[src/hdl/clock_switch_pkg.sv]
// Function
// - delay frequency change until stopped oscillator starts
// - status shows HF and LF ready, each only while that oscillator is enabled and started
// - start-up delay first, before any handover
// - outgoing falling edge, hold low, incoming rising
// - update status bits, then finish switch
// - same-oscillator frequency change has no start-up delay
// - source select drives core and peripheral clock
// - source 00 uses configuration clock select
// - source 01 uses secondary oscillator
// - source 1x uses frequency-selected internal output
// - reset clears source select to zero
// - switch delays: LF one each, HF 2us, external two
// - stop LF after LF-to-HF unless watchdog
// - keep LF running while peripherals request it
// - frequency codes map to HF postscaler or LF
// - HF stable flag set once HF drives clock
`default_nettype none

package clock_switch_pkg;

  // ==========================================================
  // timing
  localparam int unsigned CLK_PERIOD_NS     = 10;
  localparam int unsigned HF_STARTUP_NS     = 2000;
  // least time: round up to whole cycles
  localparam int unsigned HF_STARTUP_CYCLES =
    (HF_STARTUP_NS + CLK_PERIOD_NS - 1) / CLK_PERIOD_NS;
  localparam int unsigned LF_SWITCH_EDGES   = 1;
  localparam int unsigned EXT_SWITCH_EDGES  = 2;
  localparam int unsigned SYNC_EDGES        = 2;

  // ==========================================================
  // register map
  localparam logic [11:0] CTRL_OFFSET   = 12'h000;
  localparam logic [11:0] STATUS_OFFSET = 12'h004;

  localparam int unsigned FREQ_LSB         = 3;
  localparam int unsigned SRC_LSB          = 0;
  localparam int unsigned STAT_HF_READY    = 4;
  localparam int unsigned STAT_LF_READY    = 1;
  localparam int unsigned STAT_HF_STABLE   = 0;
  localparam int unsigned STAT_SWITCH_BUSY = 8;

  localparam logic [3:0] FREQ_RESET = 4'h7;
  localparam logic [1:0] SRC_RESET  = 2'h0;

  // source select and configuration encodings
  localparam logic [1:0] SRC_SEL_CONFIG    = 2'h0;
  localparam logic [1:0] SRC_SEL_SECONDARY = 2'h1;
  localparam logic [1:0] CFG_INTERNAL      = 2'h0;

  // ==========================================================
  // types
  typedef enum logic [2:0] {
    SRC_NONE,
    SRC_HF,
    SRC_LF,
    SRC_SEC,
    SRC_EXT
  } src_t;

  // a clock choice: oscillator plus postscaler exponent
  typedef struct packed {
    src_t       src;
    logic [3:0] div_exp;
  } clk_sel_t;

  localparam clk_sel_t SEL_NONE = '{src: SRC_NONE, div_exp: 4'h0};

endpackage

`default_nettype wire

[src/hdl/pin_sync.sv]
`default_nettype none

module pin_sync #(
  parameter int unsigned WIDTH = 8
) (
  // clock and reset
  input  wire logic             pclk,
  input  wire logic             presetn,
  // asynchronous levels in, synchronised levels out
  input  wire logic [WIDTH-1:0] async_in,
  output var  logic [WIDTH-1:0] sync_out
);

  logic [WIDTH-1:0] meta;

  // meta is read only by the second stage
  always_ff @(posedge pclk or negedge presetn) begin
    if (!presetn) begin
      meta     <= '0;
      sync_out <= '0;
    end else begin
      meta     <= async_in;
      sync_out <= meta;
    end
  end

endmodule

`default_nettype wire

[src/hdl/system_clock_switch.sv]
`default_nettype none

module system_clock_switch (
  // clock and reset
  input  wire logic        pclk,
  input  wire logic        presetn,
  // apb slave
  input  wire logic        psel,
  input  wire logic        penable,
  input  wire logic        pwrite,
  input  wire logic [11:0] paddr,
  input  wire logic [31:0] pwdata,
  output var  logic [31:0] prdata,
  output var  logic        pready,
  output var  logic        pslverr,
  // oscillator and clock pins
  input  wire logic        hf_internal_osc,
  input  wire logic        lf_internal_osc,
  input  wire logic        secondary_osc,
  input  wire logic        ext_clock_in,
  // configuration and requests
  input  wire logic [1:0]  cfg_clock_select,
  input  wire logic        watchdog_enable,
  input  wire logic        periph_lf_request,
  // oscillator enables and system clock
  output var  logic        hf_osc_enable,
  output var  logic        lf_osc_enable,
  output var  logic        sys_clk,
  output var  logic        switch_busy
);

  // ==========================================================
  // types and local constants
  typedef enum logic [2:0] {
    ST_IDLE,
    ST_START,
    ST_SYNC,
    ST_WAIT_FALL,
    ST_HOLD_LOW,
    ST_UPDATE
  } switch_state_t;

  localparam int unsigned HF_CNT_W = $clog2(clock_switch_pkg::HF_STARTUP_CYCLES + 1);
  localparam logic [HF_CNT_W-1:0] HF_CNT_END =
    HF_CNT_W'(clock_switch_pkg::HF_STARTUP_CYCLES);
  localparam logic [1:0] LF_EDGES   = 2'(clock_switch_pkg::LF_SWITCH_EDGES);
  localparam logic [1:0] EXT_EDGES  = 2'(clock_switch_pkg::EXT_SWITCH_EDGES);
  localparam logic [1:0] SYNC_EDGES = 2'(clock_switch_pkg::SYNC_EDGES);

  // ==========================================================
  // functions

  // frequency code and source select to a clock choice
  function automatic clock_switch_pkg::clk_sel_t decode_sel(
    input logic [3:0] freq,
    input logic [1:0] src_sel,
    input logic [1:0] cfg
  );
    clock_switch_pkg::clk_sel_t s;
    s = clock_switch_pkg::SEL_NONE;
    if (!src_sel[1] && src_sel == clock_switch_pkg::SRC_SEL_SECONDARY) begin
      s.src = clock_switch_pkg::SRC_SEC;
    end else if (!src_sel[1] && cfg != clock_switch_pkg::CFG_INTERNAL) begin
      s.src = clock_switch_pkg::SRC_EXT;
    end else if (freq[3:1] == 3'h0) begin
      s.src = clock_switch_pkg::SRC_LF;
    end else begin
      s.src = clock_switch_pkg::SRC_HF;
      case (freq)
        4'hf:    s.div_exp = 4'h0;
        4'he:    s.div_exp = 4'h1;
        4'hd:    s.div_exp = 4'h2;
        4'hc:    s.div_exp = 4'h3;
        4'hb:    s.div_exp = 4'h4;
        4'ha:    s.div_exp = 4'h5;
        4'h9:    s.div_exp = 4'h6;
        4'h8:    s.div_exp = 4'h7;
        4'h7:    s.div_exp = 4'h5;
        4'h6:    s.div_exp = 4'h6;
        4'h5:    s.div_exp = 4'h7;
        4'h4:    s.div_exp = 4'h8;
        default: s.div_exp = 4'h9;
      endcase
    end
    return s;
  endfunction

  // present level of a clock choice
  function automatic logic clock_level(
    input clock_switch_pkg::clk_sel_t s,
    input logic [8:0]                 div,
    input logic                       hf,
    input logic                       lf,
    input logic                       sec,
    input logic                       ext
  );
    logic lvl;
    lvl = 1'b0;
    case (s.src)
      clock_switch_pkg::SRC_HF:  lvl = (s.div_exp == 4'h0) ? hf : div[s.div_exp - 4'h1];
      clock_switch_pkg::SRC_LF:  lvl = lf;
      clock_switch_pkg::SRC_SEC: lvl = sec;
      clock_switch_pkg::SRC_EXT: lvl = ext;
      default:                   lvl = 1'b0;
    endcase
    return lvl;
  endfunction

  // ==========================================================
  // pin synchronisers
  logic [8:0] pins_sync;
  logic       pins_valid;
  logic       hf_lvl;
  logic       lf_lvl;
  logic       sec_lvl;
  logic       ext_lvl;
  logic [1:0] cfg_sync;
  logic       wdt_sync;
  logic       periph_lf_sync;

  pin_sync #(
    .WIDTH (9)
  ) u_pin_sync (
    .pclk     (pclk),
    .presetn  (presetn),
    .async_in ({1'b1, periph_lf_request, watchdog_enable, cfg_clock_select,
                ext_clock_in, secondary_osc, lf_internal_osc, hf_internal_osc}),
    .sync_out (pins_sync)
  );

  assign hf_lvl         = pins_sync[0];
  assign lf_lvl         = pins_sync[1];
  assign sec_lvl        = pins_sync[2];
  assign ext_lvl        = pins_sync[3];
  assign cfg_sync       = pins_sync[5:4];
  assign wdt_sync       = pins_sync[6];
  assign periph_lf_sync = pins_sync[7];
  // constant one through the same stages: synced pins hold real values only once it is up
  assign pins_valid     = pins_sync[8];

  // ==========================================================
  // state
  logic [3:0]                 int_osc_freq_select;
  logic [1:0]                 sys_clock_source_select;
  clock_switch_pkg::clk_sel_t active_sel;
  clock_switch_pkg::clk_sel_t target_sel;
  clock_switch_pkg::clk_sel_t wanted_sel;
  switch_state_t              state;
  logic [8:0]                 div_cnt;
  logic                       hf_prev;
  logic                       lf_prev;
  logic                       cur_prev;
  logic                       new_prev;
  logic                       cur_lvl;
  logic                       new_lvl;
  logic                       new_rise;
  logic                       cur_rise;
  logic                       cur_fall;
  logic [1:0]                 new_edges;
  logic                       old_seen;
  logic [HF_CNT_W-1:0]        hf_start_cnt;
  logic                       hf_ready;
  logic                       lf_ready;
  logic                       hf_osc_stable_flag;
  logic                       start_done;

  assign wanted_sel = decode_sel(int_osc_freq_select, sys_clock_source_select, cfg_sync);
  assign cur_lvl    = clock_level(active_sel, div_cnt, hf_lvl, lf_lvl, sec_lvl, ext_lvl);
  assign new_lvl    = clock_level(target_sel, div_cnt, hf_lvl, lf_lvl, sec_lvl, ext_lvl);
  assign new_rise   = new_lvl & ~new_prev;
  assign cur_rise   = cur_lvl & ~cur_prev;
  assign cur_fall   = ~cur_lvl & cur_prev;

  // ==========================================================
  // hf postscaler and edge history
  always_ff @(posedge pclk or negedge presetn) begin
    if (!presetn) begin
      div_cnt  <= 9'h000;
      hf_prev  <= 1'b0;
      lf_prev  <= 1'b0;
      cur_prev <= 1'b0;
      new_prev <= 1'b0;
    end else begin
      hf_prev  <= hf_lvl;
      lf_prev  <= lf_lvl;
      cur_prev <= cur_lvl;
      new_prev <= new_lvl;
      // one counter feeds every postscaled tap, so taps stay phase aligned
      if (hf_lvl && !hf_prev) begin
        div_cnt <= div_cnt + 9'h001;
      end
    end
  end

  // ==========================================================
  // oscillator enables
  always_ff @(posedge pclk or negedge presetn) begin
    if (!presetn) begin
      hf_osc_enable <= 1'b0;
      lf_osc_enable <= 1'b0;
    end else begin
      hf_osc_enable <= (active_sel.src == clock_switch_pkg::SRC_HF) ||
                       (state != ST_IDLE && target_sel.src == clock_switch_pkg::SRC_HF) ||
                       (pins_valid && wanted_sel.src == clock_switch_pkg::SRC_HF);
      // dropping lf from the active choice stops it unless someone else needs it
      lf_osc_enable <= (active_sel.src == clock_switch_pkg::SRC_LF) ||
                       (state != ST_IDLE && target_sel.src == clock_switch_pkg::SRC_LF) ||
                       (pins_valid && wanted_sel.src == clock_switch_pkg::SRC_LF) ||
                       wdt_sync || periph_lf_sync;
    end
  end

  // ==========================================================
  // oscillator ready tracking
  always_ff @(posedge pclk or negedge presetn) begin
    if (!presetn) begin
      hf_start_cnt <= '0;
      hf_ready     <= 1'b0;
    end else if (!hf_osc_enable) begin
      hf_start_cnt <= '0;
      hf_ready     <= 1'b0;
    end else if (hf_start_cnt != HF_CNT_END) begin
      hf_start_cnt <= hf_start_cnt + HF_CNT_W'(1);
    end else begin
      hf_ready <= 1'b1;
    end
  end

  always_ff @(posedge pclk or negedge presetn) begin
    if (!presetn) begin
      lf_ready <= 1'b0;
    end else if (!lf_osc_enable) begin
      lf_ready <= 1'b0;
    end else if (lf_lvl && !lf_prev) begin
      lf_ready <= 1'b1;
    end
  end

  // ==========================================================
  // start-up delay completion per target
  always_comb begin
    start_done = 1'b0;
    case (target_sel.src)
      clock_switch_pkg::SRC_HF:  start_done = hf_ready;
      clock_switch_pkg::SRC_LF:  start_done = lf_ready && new_edges >= LF_EDGES &&
                                              (old_seen ||
                                               active_sel.src == clock_switch_pkg::SRC_NONE);
      clock_switch_pkg::SRC_SEC: start_done = new_edges >= EXT_EDGES;
      clock_switch_pkg::SRC_EXT: start_done = new_edges >= EXT_EDGES;
      default:                   start_done = 1'b0;
    endcase
  end

  // ==========================================================
  // handover sequencer
  always_ff @(posedge pclk or negedge presetn) begin
    if (!presetn) begin
      state      <= ST_IDLE;
      active_sel <= clock_switch_pkg::SEL_NONE;
      target_sel <= clock_switch_pkg::SEL_NONE;
      new_edges  <= 2'h0;
      old_seen   <= 1'b0;
    end else begin
      case (state)
        ST_IDLE: begin
          new_edges <= 2'h0;
          old_seen  <= 1'b0;
          // cfg reads zero until the synchroniser fills; no switch on that
          if (pins_valid && wanted_sel != active_sel) begin
            target_sel <= wanted_sel;
            state      <= ST_START;
          end
        end
        ST_START: begin
          if (new_rise && new_edges != 2'h3) begin
            new_edges <= new_edges + 2'h1;
          end
          if (cur_rise) begin
            old_seen <= 1'b1;
          end
          if (start_done) begin
            new_edges <= 2'h0;
            state     <= ST_SYNC;
          end
        end
        ST_SYNC: begin
          if (new_rise) begin
            new_edges <= new_edges + 2'h1;
            if (new_edges + 2'h1 == SYNC_EDGES) begin
              state <= ST_WAIT_FALL;
            end
          end
        end
        ST_WAIT_FALL: begin
          // nothing to wait for when no clock was running yet
          if (cur_fall || active_sel.src == clock_switch_pkg::SRC_NONE) begin
            state <= ST_HOLD_LOW;
          end
        end
        ST_HOLD_LOW: begin
          if (new_rise) begin
            active_sel <= target_sel;
            state      <= ST_UPDATE;
          end
        end
        ST_UPDATE: begin
          state <= ST_IDLE;
        end
        default: begin
          state <= ST_IDLE;
        end
      endcase
    end
  end

  // ==========================================================
  // system clock output
  always_ff @(posedge pclk or negedge presetn) begin
    if (!presetn) begin
      sys_clk <= 1'b0;
    end else begin
      case (state)
        ST_WAIT_FALL: sys_clk <= cur_fall ? 1'b0 : cur_lvl;
        ST_HOLD_LOW:  sys_clk <= new_rise;
        default:      sys_clk <= cur_lvl;
      endcase
    end
  end

  always_ff @(posedge pclk or negedge presetn) begin
    if (!presetn) begin
      switch_busy <= 1'b0;
    end else begin
      switch_busy <= (state != ST_IDLE) || (wanted_sel != active_sel);
    end
  end

  // ==========================================================
  // stable flag, only moved once the new clock is in charge
  always_ff @(posedge pclk or negedge presetn) begin
    if (!presetn) begin
      hf_osc_stable_flag <= 1'b0;
    end else if (!hf_ready) begin
      hf_osc_stable_flag <= 1'b0;
    end else if (state == ST_UPDATE) begin
      hf_osc_stable_flag <= (active_sel.src == clock_switch_pkg::SRC_HF);
    end
  end

  // ==========================================================
  // apb slave: no wait states, answer registered at setup
  logic       setup_phase;
  logic       access_done;
  logic [9:0] word_idx;

  assign setup_phase = psel && !penable;
  assign access_done = psel && penable && pready;
  assign word_idx    = paddr[11:2];

  always_ff @(posedge pclk or negedge presetn) begin
    if (!presetn) begin
      pready  <= 1'b0;
      pslverr <= 1'b0;
      prdata  <= 32'h0000_0000;
    end else begin
      pready  <= setup_phase;
      pslverr <= 1'b0;
      prdata  <= 32'h0000_0000;
      if (setup_phase) begin
        if (word_idx == clock_switch_pkg::CTRL_OFFSET[11:2]) begin
          prdata[clock_switch_pkg::FREQ_LSB +: 4] <= int_osc_freq_select;
          prdata[clock_switch_pkg::SRC_LSB +: 2]  <= sys_clock_source_select;
        end else if (word_idx == clock_switch_pkg::STATUS_OFFSET[11:2]) begin
          prdata[clock_switch_pkg::STAT_HF_READY]    <= hf_ready;
          prdata[clock_switch_pkg::STAT_LF_READY]    <= lf_ready;
          prdata[clock_switch_pkg::STAT_HF_STABLE]   <= hf_osc_stable_flag;
          prdata[clock_switch_pkg::STAT_SWITCH_BUSY] <= switch_busy;
        end else begin
          pslverr <= 1'b1;
        end
      end
    end
  end

  // control register: writes take effect at the completing edge
  always_ff @(posedge pclk or negedge presetn) begin
    if (!presetn) begin
      int_osc_freq_select     <= clock_switch_pkg::FREQ_RESET;
      sys_clock_source_select <= clock_switch_pkg::SRC_RESET;
    end else if (access_done && pwrite &&
                 word_idx == clock_switch_pkg::CTRL_OFFSET[11:2]) begin
      int_osc_freq_select     <= pwdata[clock_switch_pkg::FREQ_LSB +: 4];
      sys_clock_source_select <= pwdata[clock_switch_pkg::SRC_LSB +: 2];
    end
  end

endmodule

`default_nettype wire

[config.mk]
export PLATFORM = sky130hd
export DESIGN_NAME = system_clock_switch
export DESIGN_NICKNAME = d
export VERILOG_FILES = /design/src/hdl/clock_switch_pkg.sv /design/src/hdl/pin_sync.sv /design/src/hdl/system_clock_switch.sv
export SDC_FILE = /design/constraint.sdc
export NUM_CORES = 1
export LEC_CHECK = 0
export ABC_AREA = 1
export ABC_CLOCK_PERIOD_IN_PS = 2550
export BUFFER_PORTS_ARGS = -buffer_cell sky130_fd_sc_hd__buf_2
export CELL_PAD_IN_SITES_DETAIL_PLACEMENT = 2
export CELL_PAD_IN_SITES_GLOBAL_PLACEMENT = 2
export CORE_MARGIN = 2
export CORE_UTILIZATION = 32
export DETAILED_ROUTE_END_ITERATION = 16
export PLACE_DENSITY = 0.77
export SLEW_MARGIN = 5
export SYNTH_ARGS = -nofsm -noshare
export SYNTH_HDL_FRONTEND = slang
export SYNTH_SLANG_ARGS = --single-unit
[constraint.sdc]
create_clock -name pclk -period 2.55 [get_ports pclk]
set_clock_uncertainty 0.15 [all_clocks]
set_input_delay 0.1275 -clock pclk [delete_from_list [all_inputs] [get_ports pclk]]
set_output_delay 0.1275 -clock pclk [all_outputs]
set_load 0.005 [all_outputs]
==> results.json <==
{
  "rsz0062_at_grt": "no",
  "gr-usage-all-layers": 0.183,
  "avgRoutedWirePerCell_um": 16.1,
  "cts_buffer_depth": 2,
  "hold_slack_ns": 0.0211,
  "final_common_cell": "nand2_1",
  "yosysSeqAreaShare": 0.479,
  "grt_max_degree": 82,
  "cp-end-kind": "register",
  "p_leak_uw": 0.00261,
  "via_per_inst": 4.75,
  "relSlewSlack": 0.658,
  "critical_path_class": "register to register",
  "rr_startpoint": "int_osc_freq_select[1]$_DFFE_PN1P_",
  "worst_pin_slew_ns": 0.512,
  "synth_flop_cell": "dfrtp_1",
  "power.density_nw_per_um2": 789,
  "peakVddDrop_v": 0.000283,
  "cts_tree": "yes",
  "coreArea_um2": 13100,
  "vias": 3523,
  "timing.critical_path.buf_inv": 4,
  "drt_wl_total_um": 12000,
  "first_global_vias": 4091,
  "portBuffers": 41,
  "yosys_warnings": 0,
  "dp_hpwl_um": 8440,
  "synth_edf_count": 0,
  "crit_start": "int_osc_freq_select[1]$_DFFE_PN1P_",
  "gp_congestion": 0.738,
  "antenna_found_initial": 0,
  "finalMaxSlewViolations": 0,
  "startpoint_type": "register",
  "cts_buffers": 9,
  "antennaDiodeCount": 0,
  "die-height_um": 119,
  "antenna_left": 0,
  "drc": 0,
  "ys_ff_latch": 81,
  "ys_async_sr_fraction": 1.00,
  "fin_crit_sh": 0.933,
  "stdcell_area_um2": 5130,
  "slowest_delay_ns": 0.54,
  "worstPathRequired_ns": 2.64,
  "synth_area_per_cell_um2": 8.78,
  "yosysUniqueCellTypes": 47,
  "cts.sinks": 81,
  "synth_area_um2": 4240,
  "total_power_uw": 4050,
  "min_from": "paddr[2]",
  "setup_tns_ns": 0,
  "critPathSlowestCell": "dfstp_2",
  "start_util": 0.324,
  "layout_common_cells": "nand2_1, dfrtp_1, inv_1",
  "drt_iter0_drc": 111,
  "crit_family": "simple AND/OR/NAND/NOR gates",
  "die_x_um": 119,
  "worstPathCellList": "inv_1, ha_1, inv_1, nand2_1, a21boi_2, buf_4, nand3_1, nand2_1, nand3_2, nor2_4, nand2_2, nand2_4, nor2_4, buf_4, nand2_2, o21ai_2",
  "max_freq_mhz": 420,
  "first_pass_iters": 4,
  "area_growth_pct": 20.9,
  "placementRows": 42,
  "synthCells": 483,
  "timing_hold_violations_final": 0,
  "htreeDepth": 3,
  "root_buffer": "clkbuf_16",
  "path_clk_slew_ns": 0.06,
  "grt_pass1_wl_um": 20300,
  "period_needed_ns": 2.38,
  "post_dp_cell_area_um2": 4610,
  "io_pins": 95,
  "worstPathArrival_ns": 2.47,
  "globalRouteOverflowTotal": 0,
  "nNetsFinal": 629,
  "hold_path.class": "input port to register",
  "worstSkewPairLatency_ns": 0.35,
  "critPathMaxFanout": 5,
  "outcome": "complete, no violations",
  "drive_above_1_share": 0.224,
  "setup_viol": 0,
  "maxCapViolCount": 0,
  "die_area_um2": 14200
}
==> area by class of cell <==
| class | instances | area [µm²] |
|---|---|---|
| sequential | 81 | 2030 |
| fill | 1458 | 7960 |
| tap | 176 | 220 |
| multi-input combinational | 328 | 1840 |
| clock buffer | 10 | 229 |
| clock inverter | 6 | 60.1 |
| timing repair buffer | 71 | 488 |
| inverter | 70 | 265 |
==> kinds of logic (layout without fill, tap and decap cells) <==
group,count (synthesis),count (layout),share of synthesized area
AO/OA/AOI/OAI,64,64,0.103
XOR/XNOR,11,11,0.0227
adder cells (fa/ha/maj),11,11,0.0324
buffers and inverters,99,157,0.116
flip-flops,81,81,0.479
multiplexers,1,1,0.00265
other,2,26,0.00177
AND/OR/NAND/NOR,214,215,0.243
==> routing by layer <==
| layer | share of wire | track usage | vias up |
|---|---|---|---|
| met5 | 0 | 0 | - |
| li1 | - | - | 1669 |
| met1 | 0.43 | 0.209 | 1773 |
| met3 | 0.032 | 0.0321 | 15 |
| met4 | 0.022 | 0.0804 | 0 |
| met2 | 0.52 | 0.335 | 66 |
==> worst paths after layout <==
kind	endpoint	slack (ns)	depth (start not counted)
setup reg to reg	target_sel[5]$_DFFE_PN0P_	0.17	16
max in group asynchronous	target_sel[0]$_DFFE_PN0P_	1.69	3
hold / removal	pslverr$_DFF_PN0_	0.02	3
hold reg to reg	u_pin_sync.sync_out[3]$_DFF_PN0_	0.20	0
setup / recovery	target_sel[5]$_DFFE_PN0P_	0.17	16
min in group asynchronous	prdata[6]$_DFF_PN0_	0.21	3
==> tightest hold or removal path: stages <==
cell	delay (ns)
buf_2	0.09
and3b_1	0.20
nor3_1	0.06
==> where the power goes <==
part / leakage (µW) / internal [µW] / switching [µW]
logic: 0.00145 / 397 / 686
clock network: 0.000138 / 754 / 545
registers: 0.00101 / 1480 / 188
==> per-stage QoR <==
| step | util | cells | setup slack, ns |
|---|---|---|---|
| after floorplan | - | 507 | 0.462 |
| after global placement | 0.352 | 703 | 0.166 |
| after detailed placement | 0.352 | 703 | 0.106 |
| after CTS | 0.389 | 739 | 0.0744 |
| after global routing | 0.392 | 742 | 0.00394 |
| final | 0.392 | 742 | 0.171 |
==> cell usage after synthesis, types with 2 or more instances <==
cell      instances  area (µm²)
nand2_1          84         315
dfrtp_1          78        1950
inv_1            64         240
nor2_1           39         146
nand3_1          36         180
buf_4            25         188
a21oi_1          17        85.1
nor3_1           17        85.1
o21ai_2          16         140
ha_1             11         138
o21ai_0          11        55.1
nand2_2          10        62.6
nand4_1          10        62.6
xor2_1            8        70.1
inv_2             5        18.8
nand2_4           4        45.0
nor2_2            4        25.0
dfstp_2           3        78.8
o211ai_1          3        22.5
xnor2_1           3        26.3
clkbuf_1          2        7.51
conb_1            2        7.51
nand3b_1          2        15.0
nor2_8            2        40.0
o21a_1            2        15.0
o21ai_1           2        10.0
o22ai_1           2        12.5
o32ai_1           2        17.5
==> what timing repair did <==
action / CTS / global route
endpoints found under the hold margin: 93 / 0
cloned: 0 / 1
setup buffers: 3 / 2
resized for setup: 0 / 7
hold buffers: 17 / 0
setup endpoints to repair: 3 / 18
pin swaps: 1 / 5
==> registers in the layout, summed over array words and instances, names as in the netlist, 2 cells and up <==
name                     cells
target_sel                   7
state                        3
u_pin_sync.meta              9
u_pin_sync.sync_out          9
div_cnt                      9
hf_start_cnt                 8
sys_clock_source_select      2
int_osc_freq_select          4
prdata                       7
new_edges                    2
active_sel                   7
(Power assumes the default switching activity.)
